===== src/hdl/motor_overload_cfg.svh =====
// offsets, field widths, reset values and timing counts of the overload protection
`ifndef MOTOR_OVERLOAD_CFG_SVH
`define MOTOR_OVERLOAD_CFG_SVH

// ============================================================
// parameter offsets
`define OFS_FOLDBACK_CURRENT_OUT 12'h1d6
`define OFS_THERMAL_LOAD_PERCENT 12'h4a0
`define OFS_LOAD_WARNING_THRESHOLD 12'h684
`define OFS_PROTECTION_METHOD_SELECT 12'h686

// ============================================================
// field widths and reset values
`define PAR_ADDR_W 12
`define PAR_DATA_W 32
`define PCT_W 16
`define THRESH_W 8
`define THRESH_RST 8'h50
`define METHOD_RST 1'h0

// ============================================================
// load levels in percent
`define PCT_MIN 16'h0000
`define PCT_FULL 16'h0064
`define PCT_RESTORE 16'h005f
`define THRESH_MAX 8'h64

// ============================================================
// timing
`define CLK_KHZ 100000
`define DWELL_MS 10000
`define TAU_MS 10000
`define TAU_SHIFT 4
`define CEIL_SHIFT 2
`define HEAT_STEP_MS 100

`endif


===== src/hdl/motor_overload_pkg.sv =====
// types shared by the overload protection files
`default_nettype none

package motor_overload_pkg;

    // ============================================================
    // protection method
    typedef enum logic [0:0] {
        method_foldback = 1'b0,
        method_thermal = 1'b1
    } method_t;

    // ============================================================
    // foldback sequencer
    typedef enum logic [1:0] {
        fb_recover = 2'b00,
        fb_dwell = 2'b01,
        fb_decline = 2'b10
    } fold_state_t;

    // ============================================================
    // current-side inputs, all unsigned in milliamperes
    typedef struct packed {
        logic [31:0] actual;
        logic [31:0] continuous;
        logic [31:0] peak;
        logic [31:0] user_clamp;
        logic [31:0] command;
    } current_in_t;

    // ============================================================
    // parameter access request
    typedef struct packed {
        logic rd;
        logic wr;
        logic [11:0] addr;
        logic [31:0] wdata;
    } par_req_t;

endpackage

`default_nettype wire


===== src/hdl/motor_overload_protection.sv =====
// motor overload protection: thermal load estimate, foldback limit, warning, clamp
`timescale 1ns/1ps
`default_nettype none
`include "motor_overload_cfg.svh"

module motor_overload_protection
    import motor_overload_pkg::*;
#(
    parameter int unsigned DWELL_CYC = `DWELL_MS * `CLK_KHZ,
    parameter int unsigned FOLD_STEP_CYC = (`TAU_MS * `CLK_KHZ) >> `TAU_SHIFT,
    parameter int unsigned HEAT_STEP_CYC = `HEAT_STEP_MS * `CLK_KHZ
) (
    input wire logic clk_sys,
    input wire logic sys_rst,
    input wire logic ce,
    input wire current_in_t cur_in,
    input wire par_req_t par_req,
    output logic [31:0] par_rdata_r,
    output logic par_ack_r,
    output logic [31:0] effective_limit_r,
    output logic [31:0] command_clamped_r,
    output logic load_warning_flag_r,
    output logic thermal_fold_active_r
);

    // ============================================================
    // helpers
    function automatic logic [31:0] min32(input logic [31:0] a, input logic [31:0] b);
        min32 = (a < b) ? a : b;
    endfunction

    // exponential step: a fraction of the gap, never zero so the target is reached
    function automatic logic [31:0] gap_step(input logic [31:0] gap);
        logic [31:0] s;
        s = gap >> `TAU_SHIFT;
        gap_step = (s == 32'h0) ? 32'h1 : s;
    endfunction

    logic overload;
    logic underload;
    logic [31:0] ceiling;
    logic fold_tick;
    logic heat_tick;

    assign overload = cur_in.actual > cur_in.continuous;
    assign underload = cur_in.actual < cur_in.continuous;
    // limitation: peak current must stay at or below 3435973836 mA for the ceiling to fit
    assign ceiling = cur_in.peak + (cur_in.peak >> `CEIL_SHIFT);

    // ============================================================
    // tick sources
    tick_divider #(
        .PERIOD(FOLD_STEP_CYC)
    ) u_fold_tick (
        .clk_sys(clk_sys),
        .sys_rst(sys_rst),
        .ce(ce),
        .run(1'b1),
        .tick_r(fold_tick)
    );

    tick_divider #(
        .PERIOD(HEAT_STEP_CYC)
    ) u_heat_tick (
        .clk_sys(clk_sys),
        .sys_rst(sys_rst),
        .ce(ce),
        .run(1'b1),
        .tick_r(heat_tick)
    );

    // ============================================================
    // parameter registers
    logic [7:0] thresh_r;
    logic [7:0] thresh_nxt;
    method_t method_r;
    method_t method_nxt;
    logic [31:0] rdata_nxt;
    logic ack_nxt;
    logic [15:0] pct_r;
    logic [31:0] fold_r;

    always_comb begin
        thresh_nxt = thresh_r;
        method_nxt = method_r;
        rdata_nxt = par_rdata_r;
        ack_nxt = 1'b0;
        if (par_req.wr) begin
            ack_nxt = 1'b1;
            case (par_req.addr)
                `OFS_LOAD_WARNING_THRESHOLD: begin
                    // out-of-range values saturate rather than wrap
                    if (par_req.wdata[7:0] > `THRESH_MAX || par_req.wdata[31:8] != 24'h0) begin
                        thresh_nxt = `THRESH_MAX;
                    end else begin
                        thresh_nxt = par_req.wdata[7:0];
                    end
                end
                `OFS_PROTECTION_METHOD_SELECT: begin
                    method_nxt = method_t'(par_req.wdata[0]);
                end
                default: begin
                    // read-only and unmapped writes are dropped
                end
            endcase
        end else if (par_req.rd) begin
            ack_nxt = 1'b1;
            case (par_req.addr)
                `OFS_FOLDBACK_CURRENT_OUT: rdata_nxt = fold_r;
                `OFS_THERMAL_LOAD_PERCENT: rdata_nxt = {16'h0, pct_r};
                `OFS_LOAD_WARNING_THRESHOLD: rdata_nxt = {24'h0, thresh_r};
                `OFS_PROTECTION_METHOD_SELECT: rdata_nxt = {31'h0, method_r};
                default: rdata_nxt = 32'h0;
            endcase
        end
    end

    always_ff @(posedge clk_sys or posedge sys_rst) begin
        if (sys_rst) begin
            thresh_r <= `THRESH_RST;
            method_r <= method_t'(`METHOD_RST);
            par_rdata_r <= 32'h0;
            par_ack_r <= 1'b0;
        end else if (ce) begin
            thresh_r <= thresh_nxt;
            method_r <= method_nxt;
            par_rdata_r <= rdata_nxt;
            par_ack_r <= ack_nxt;
        end
    end

    // ============================================================
    // thermal load estimate and warning
    logic [15:0] pct_nxt;
    logic tfold_nxt;
    logic warn_nxt;

    always_comb begin
        pct_nxt = pct_r;
        if (heat_tick) begin
            if (overload && pct_r < `PCT_FULL) begin
                pct_nxt = pct_r + 16'h1;
            end else if (underload && pct_r > `PCT_MIN) begin
                pct_nxt = pct_r - 16'h1;
            end
        end
        tfold_nxt = thermal_fold_active_r;
        if (pct_r >= `PCT_FULL) begin
            tfold_nxt = 1'b1;
        end else if (pct_r < `PCT_RESTORE) begin
            tfold_nxt = 1'b0;
        end
        // equal to the threshold keeps the present state
        warn_nxt = load_warning_flag_r;
        if (pct_r > {8'h0, thresh_r}) begin
            warn_nxt = 1'b1;
        end else if (pct_r < {8'h0, thresh_r}) begin
            warn_nxt = 1'b0;
        end
    end

    always_ff @(posedge clk_sys or posedge sys_rst) begin
        if (sys_rst) begin
            pct_r <= `PCT_MIN;
            thermal_fold_active_r <= 1'b0;
            load_warning_flag_r <= 1'b0;
        end else if (ce) begin
            pct_r <= pct_nxt;
            thermal_fold_active_r <= tfold_nxt;
            load_warning_flag_r <= warn_nxt;
        end
    end

    // ============================================================
    // foldback sequencer
    fold_state_t fst_r;
    fold_state_t fst_nxt;
    logic [31:0] fold_nxt;
    logic [31:0] dwell_r;
    logic [31:0] dwell_nxt;

    always_comb begin
        fst_nxt = fst_r;
        fold_nxt = fold_r;
        dwell_nxt = dwell_r;
        case (fst_r)
            fb_recover: begin
                dwell_nxt = 32'h0;
                if (fold_r > ceiling) begin
                    fold_nxt = ceiling;
                end else if (overload) begin
                    fst_nxt = fb_dwell;
                end else if (underload && fold_tick) begin
                    fold_nxt = min32(fold_r + gap_step(ceiling - fold_r), ceiling);
                end
            end
            fb_dwell: begin
                // output held unreduced until the dwell time has run out
                if (!overload) begin
                    fst_nxt = fb_recover;
                end else if (dwell_r >= DWELL_CYC - 1) begin
                    fst_nxt = fb_decline;
                end else begin
                    dwell_nxt = dwell_r + 32'h1;
                end
            end
            fb_decline: begin
                if (!overload) begin
                    fst_nxt = fb_recover;
                end else if (fold_tick && fold_r > cur_in.continuous) begin
                    fold_nxt = fold_r - gap_step(fold_r - cur_in.continuous);
                end else if (fold_r < cur_in.continuous) begin
                    fold_nxt = cur_in.continuous;
                end
            end
            default: begin
                fst_nxt = fb_recover;
            end
        endcase
    end

    always_ff @(posedge clk_sys or posedge sys_rst) begin
        if (sys_rst) begin
            fst_r <= fb_recover;
            // all ones: pulled down to the ceiling in the first enabled cycle
            fold_r <= 32'hffffffff;
            dwell_r <= 32'h0;
        end else if (ce) begin
            fst_r <= fst_nxt;
            fold_r <= fold_nxt;
            dwell_r <= dwell_nxt;
        end
    end

    // ============================================================
    // effective limit and command clamp
    logic [31:0] mech_limit;
    logic [31:0] limit_nxt;
    logic [31:0] cmd_nxt;

    always_comb begin
        if (method_r == method_thermal) begin
            mech_limit = thermal_fold_active_r ? cur_in.continuous : cur_in.peak;
        end else begin
            mech_limit = fold_r;
        end
        limit_nxt = min32(min32(cur_in.user_clamp, cur_in.peak), mech_limit);
        // one cycle of latency: the clamp uses the limit computed the cycle before
        cmd_nxt = min32(cur_in.command, effective_limit_r);
    end

    always_ff @(posedge clk_sys or posedge sys_rst) begin
        if (sys_rst) begin
            effective_limit_r <= 32'h0;
            command_clamped_r <= 32'h0;
        end else if (ce) begin
            effective_limit_r <= limit_nxt;
            command_clamped_r <= cmd_nxt;
        end
    end

endmodule

`default_nettype wire


===== src/hdl/tick_divider.sv =====
// periodic one-cycle tick generator, restarted while run is low
`timescale 1ns/1ps
`default_nettype none

module tick_divider #(
    parameter int unsigned PERIOD = 16
) (
    input wire logic clk_sys,
    input wire logic sys_rst,
    input wire logic ce,
    input wire logic run,
    output logic tick_r
);

    logic [31:0] cnt_r;
    logic [31:0] cnt_nxt;
    logic tick_nxt;

    // ============================================================
    // counting
    always_comb begin
        cnt_nxt = cnt_r;
        tick_nxt = 1'b0;
        if (!run) begin
            cnt_nxt = 32'h0;
        end else if (cnt_r >= PERIOD - 1) begin
            cnt_nxt = 32'h0;
            tick_nxt = 1'b1;
        end else begin
            cnt_nxt = cnt_r + 32'h1;
        end
    end

    always_ff @(posedge clk_sys or posedge sys_rst) begin
        if (sys_rst) begin
            cnt_r <= 32'h0;
            tick_r <= 1'b0;
        end else if (ce) begin
            cnt_r <= cnt_nxt;
            tick_r <= tick_nxt;
        end
    end

endmodule

`default_nettype wire


===== config.mk =====
export PLATFORM = sky130hd
export DESIGN_NAME = motor_overload_protection
export DESIGN_NICKNAME = d
export VERILOG_FILES = /design/src/hdl/motor_overload_pkg.sv /design/src/hdl/motor_overload_protection.sv /design/src/hdl/tick_divider.sv
export VERILOG_INCLUDE_DIRS = /design/src /design/src/hdl
export SDC_FILE = /design/constraint.sdc
export NUM_CORES = 1
export LEC_CHECK = 0
export BUFFER_PORTS_ARGS = -buffer_cell sky130_fd_sc_hd__buf_2
export CORE_MARGIN = 4
export CORE_UTILIZATION = 55
export CTS_BUF_LIST = sky130_fd_sc_hd__clkbuf_4 sky130_fd_sc_hd__clkbuf_8 sky130_fd_sc_hd__clkbuf_16
export CTS_CLUSTER_DIAMETER = 60
export DETAILED_ROUTE_END_ITERATION = 12
export HOLD_SLACK_MARGIN = 0.06
export PLACE_DENSITY_LB_ADDON = 0.2
export SLEW_MARGIN = 20
export SYNTH_ARGS = -nofsm -noshare
export SYNTH_HDL_FRONTEND = slang
export SYNTH_SLANG_ARGS = --single-unit

===== constraint.sdc =====
create_clock -name clk_sys -period 23 [get_ports clk_sys]
set_input_delay 1.15 -clock clk_sys [delete_from_list [all_inputs] [get_ports clk_sys]]
set_output_delay 1.15 -clock clk_sys [all_outputs]
set_load 0.02 [all_outputs]

Word-level counts from Yosys, hierarchy flattened
Index checks and enable logic that the tools add are counted.
- register bits after elaboration: 256
- logic and storage cells: 123
- add/subtract/negate cells: 10
- order comparisons: 19
- equal/unequal tests: 16
- mux-type cells: 38
- bitwise logic cells: 1
- reduce and logical (&&, ||, !) cells: 23
- operators with widths (operator ; number):
    $mux W32 ; 16
    $lt A32 B32 Y1 ; 6
    $pmux W32 S2 ; 2
    $pmux W32 S4 ; 1
    $add A32 B1 Y32 const B ; 3
    $gt A32 B32 Y1 ; 3
    $logic_not A32 Y1 ; 2
    $sub A32 B32 Y32 ; 2
    $mux W28 ; 2
    $eq A12 B11 Y1 const B ; 3
    $add A32 B28 Y32 ; 1
    $add A32 B30 Y32 ; 1
    $ge A32 B24 Y1 const B ; 1
    $ge A32 B26 Y1 const B ; 1
    $ge A32 B30 Y1 const B ; 1
    $lt A16 B7 Y1 const B ; 2
    $mux W16 ; 2
    $sub A32 B28 Y32 ; 1
    $reduce_bool A24 Y1 ; 1
    $add A16 B1 Y16 const B ; 1
    $ge A16 B7 Y1 const B ; 1
    $gt A16 B1 Y1 const B ; 1
    $gt A16 B8 Y1 ; 1
    $lt A16 B8 Y1 ; 1
    21 further kinds ; 51

Depth between registers and ports, before layout
- word-level depth: 11
- gate-level depth with buffers: 43
- depth with buffers taken out: 41

Cells and area by module
Synthesis repeated with hierarchy kept, for this count alone.
- cells, all modules: 3192
- area, all modules: 26146.3 um^2
- modules (own cells, without submodules) (module ; times used ; cells each ; area an instance (um^2) ; seq. area each (um^2)):
    motor_overload_protection ; 1 ; 2776 ; 22240.1 ; 4797.1
    tick_divider (u_fold_tick) ; 1 ; 227 ; 2033.2 ; 825.8
    tick_divider (u_heat_tick) ; 1 ; 189 ; 1873.0 ; 825.8

Least setup slack after synthesis
No wires, ideal clock.
- kind: input-to-reg
- start point: input port cur_in[64] in the netlist's numbering
- end point: register fold_r[30]
- setup time: 0.079 ns
- arrival: 9.522 ns
- required time: 22.921 ns
- setup slack: 13.400 ns
- cell stages on the path: 39
- cells stage by stage: ha_1 -> fa_1 -> a21o_1 -> and3_1 -> o211ai_1 -> a31oi_1 -> o21ai_0 -> or4b_2 -> nand3_1 -> ha_1 -> a21o_1 -> a21oi_1 -> nor2b_1 -> a311oi_2 -> nor3_1 -> or3b_1 -> a21oi_2 -> mux2i_1 -> [3 not listed] -> a211oi_1 -> nor4_1 -> o31ai_1 -> o211ai_1 -> nand3_1 -> o21ai_0 -> a2111oi_0 -> or3_1 -> ha_1 -> a21oi_1 -> nor2b_1 -> o21ai_0 -> a21oi_1 -> o21a_1 -> o21ai_0 -> nand4b_1 -> or3_2 -> a41o_1
- word-level cells in the longest chain between the ends: 11
- RTL lines (element ; RTL line ; source):
    from (decl) ; motor_overload_protection.sv:16 ; input wire current_in_t cur_in,
    $add A32 B30 Y32 (*) ; motor_overload_protection.sv:48 ; assign ceiling = cur_in.peak + (cur_in.peak >> `CEIL_SHIFT);
    $sub A32 B32 Y32 ; motor_overload_protection.sv:194 ; fold_nxt = min32(fold_r + gap_step(ceiling - fold_r), ceiling);
    $logic_not A32 Y1 ; motor_overload_protection.sv:36 ; gap_step = (s == 32'h0) ? 32'h1 : s;
    $mux W28 ; motor_overload_protection.sv:36 ;
    $add A32 B28 Y32 ; motor_overload_protection.sv:194 ;
    $lt A32 B32 Y1 ; motor_overload_protection.sv:29 ; min32 = (a < b) ? a : b;
    $mux W32 ; motor_overload_protection.sv:29 ;
    $mux W32 ; motor_overload_protection.sv:193 ; end else if (underload && fold_tick) begin
    $mux W32 ; motor_overload_protection.sv:191 ; end else if (overload) begin
    $mux W32 ; motor_overload_protection.sv:189 ; if (fold_r > ceiling) begin
    $pmux W32 S2 ; motor_overload_protection.sv:186 ; case (fst_r)
    to (signal assigned) ; motor_overload_protection.sv:230 ; fold_r <= fold_nxt;
    to (decl) ; motor_overload_protection.sv:81 ; logic [31:0] fold_r;
Mark *: on every way between the ends. The rest lies on a longest branch, timed or not. The select of a mux whose other input is x is not followed.
A chain may end at the register's enable or synchronous reset.

Final worst setup path
Ends and elaborated chain as after synthesis.

==> impl_metrics.py <==
metrics = {
    "status": {
        "status": "finished clean",
    },
    "setup_path": {
        "slowest_delay_ps": 730,
        "worstSetupPathType": "in2reg",
        "cp_slowest_cell": "nand4b_1",
        "critPathTopFamily": "compound AO/OA/AOI/OAI gates",
        "required_ps": 23480,
        "crit_path_start_kind": "primary input",
        "cp_max_fo": 13,
        "cp-end-kind": "flop",
        "worstPathArrival_ps": 12210,
        "worst-path-buf-inv": 2,
    },
    "yosys": {
        "synthFlopType": "dfrtp_1",
        "yosysSeqAreaShare_pct": 24.7,
        "synth_cell_types": 107,
        "ys_warn_count": 0,
        "avgSynthCellArea_um2": 8.30,
        "syn-num-nets": 3688,
        "synth_top_family_by_area": "compound AO/OA/AOI/OAI gates",
        "synth_compound_area_share_pct": 24.0,
        "synth_fa_ha_area_share_pct": 16.1,
        "synthCells": 3145,
        "synthArstFlopShare_pct": 100,
        "yosys.area_share.simple_pct": 19.8,
        "synthXorXnorAreaFrac_pct": 6.81,
        "synth_edf_count": 0,
        "muxShareOfSynthArea_pct": 3.33,
        "netlist_area_um2": 26100,
        "yosys_register_bits": 256,
    },
    "sta": {
        "fin_setup_tns_ps": 0,
        "clock_skew_ps": 14.9,
        "period_minus_slack_ps": 11730,
        "fin_crit_sh_pct": 51.0,
        "tightest_slew_ps": 1160,
        "setup_viol": 0,
        "whs_ps": 470,
        "slew_viol_final": 0,
        "slew_headroom_pct": 22.5,
        "rsz0062_at_grt": "false",
        "setup_slack_ps": 11270,
        "fmax_ghz": 0.0852,
        "hold_viol": 0,
    },
    "final_layout": {
        "diodes": 0,
        "drive_gt1_share_pct": 17.3,
        "syn_to_final_growth_pct": 12.1,
        "fin_util_pct": 62.6,
        "fin_nets": 3939,
    },
    "detailed_routing": {
        "dr.pass1.iters": 9,
        "wirelength_um": 91400,
        "drc_errors": 0,
        "antenna_left": 0,
        "vias": 25805,
        "via_per_inst": 6.40,
        "drt_iter0_drc": 2694,
        "wire_per_inst_um": 22.7,
    },
    "global_routing": {
        "grt_max_degree": 123,
        "globalRouteOverflowTotal": 0,
        "track_usage_pct": 34.4,
        "grt_pass1_wl_um": 139000,
        "first_global_vias": 24445,
        "antenna_found_initial": 0,
    },
    "job": {
        "maxCapViolCount": 0,
    },
    "die": {
        "rows": 79,
        "design.die.area_um2": 51000,
        "start_util_pct": 55.9,
        "core-area_um2": 46800,
        "dieWidth_um": 226,
        "ios": 308,
        "fp.dieH_um": 226,
    },
    "power_and_ir_drop": {
        "ir_drop_uv": 135,
        "total_power_mw": 4.88,
        "leakagePower_nw": 14.1,
        "power_density_nw_per_um2": 167,
    },
    "cts": {
        "clock_path_buffers": 3,
        "h-tree-depth": 2,
        "hold_buffers": 0,
        "cts_resized": 0,
        "clkTransAtPathRegs_ps": 60,
        "post_cts.repair.setup_buffers": 0,
        "clock_sinks": 256,
        "clock-root-buffer": "clkbuf_16",
        "cts_made_buffers": 34,
        "cts_tree": "built",
        "clock_latency_ps": 560,
    },
    "place": {
        "pre_cts_slack_ps": 10890,
        "dp_hpwl_um": 74100,
        "globalplace.congestion": 0.983,
        "portBuffers": 307,
    },
    "min_path": {
        "hold_path.class": "reg2reg",
    },
}
==> worst paths after layout <==
| kind | from | endpoint | slack [ps] | depth (start not counted) |
|---|---|---|---|---|
| min in group asynchronous | sys_rst | u_fold_tick.cnt_r[28] | 710 | 2 |
| max in group asynchronous | sys_rst | command_clamped_r[4] | 19970 | 4 |
| worst min register to register | par_rdata_r[29] | par_rdata_r[29] | 470 | 2 |
| worst max-delay path | cur_in[64] | fold_r[30] | 11270 | 41 |
| worst min-delay path | par_rdata_r[29] | par_rdata_r[29] | 470 | 2 |
| worst max register to register | fold_r[4] | fold_r[30] | 13320 | 30 |
==> tightest hold or removal path, delay by kind of cell, from the launching register on <==
family / cells / cell delay [ps]
simple gates: 2 / 100
flops: 1 / 340
==> cells in the final DEF, fill, tap and decap left out, types with 45 or more instances in the layout <==
cell,synthesis,routed
ha_1,330,330
a211oi_1,46,46
xnor2_1,107,107
a21o_1,97,97
nand3_1,87,87
o21ai_0,173,173
o211ai_1,53,53
xor2_1,96,96
nor2_1,242,240
dfrtp_1,222,220
and3_1,45,45
nand2_1,305,305
inv_1,227,226
nand4_1,64,64
mux2_2,55,55
buf_2,13,306
a21oi_1,183,183
==> kinds of logic (layout without fill, tap and decap cells) <==
kind of cell / Yosys count / count (layout)
adder cells (fa/ha/maj): 334 / 334
flip-flops: 256 / 256
XOR/XNOR: 203 / 203
AO/OA/AOI/OAI: 896 / 896
multiplexers: 80 / 80
buffers and inverters: 337 / 614
AND/OR/NAND/NOR: 1039 / 1039
==> registers in the layout, summed over array words and instances, names as in the netlist <==
name	count
u_fold_tick.cnt_r	32
u_heat_tick.cnt_r	32
load_warning_flag_r	1
effective_limit_r	32
fst_r	2
pct_r	16
u_heat_tick.tick_r	1
par_rdata_r	32
thermal_fold_active_r	1
par_ack_r	1
method_r	1
thresh_r	8
u_fold_tick.tick_r	1
fold_r	32
dwell_r	32
command_clamped_r	32
==> metrics by stage <==
step           cells  instance area, um^2
3_5_place_dp    3967                28100
6_report        4029                29300
2_1_floorplan   3145                26100
5_1_grt         4029                29300
4_1_cts         4029                29300
3_3_place_gp    3967                28000
==> cells in the mapped netlist (all sizes together) (64+ instances only) <==
| cell type | instances | area (um^2) |
|---|---|---|
| a21oi | 185 | 941 |
| nand2 | 305 | 1140 |
| o21ai | 179 | 903 |
| a21o | 100 | 754 |
| nand4 | 64 | 400 |
| inv | 227 | 852 |
| nor2 | 242 | 908 |
| nand3 | 88 | 445 |
| xor2 | 96 | 841 |
| ha | 330 | 4130 |
| clkbuf | 82 | 360 |
| xnor2 | 107 | 937 |
| dfrtp | 222 | 5560 |
==> power by group <==
part	total [mW]	internal [mW]	switching, mW
registers	0.795	0.587	0.208
logic	3.52	1.46	2.06
clock network	0.565	0.347	0.218
==> routing by layer <==
metal | wire length, um | GRT usage (%) | up-vias
li1 | - | - | 12095
met1 | 39900 | 47.7 | 12436
met2 | 40500 | 53.8 | 1046
met3 | 6980 | 5.90 | 228
met4 | 4080 | 13.1 | 0
met5 | 0 | 0 | -
==> cell type report <==
cell class | instances | area, um^2
Inverter | 228 | 863
Clock inverter | 13 | 198
Sequential cell | 256 | 6450
Timing Repair Buffer | 324 | 1670
Clock buffer | 49 | 1020
Multi-Input combinational cell | 2552 | 18300
Tap cell | 607 | 759
Fill cell | 4197 | 17500
No activity file was read; power rests on OpenSTA's default activity.
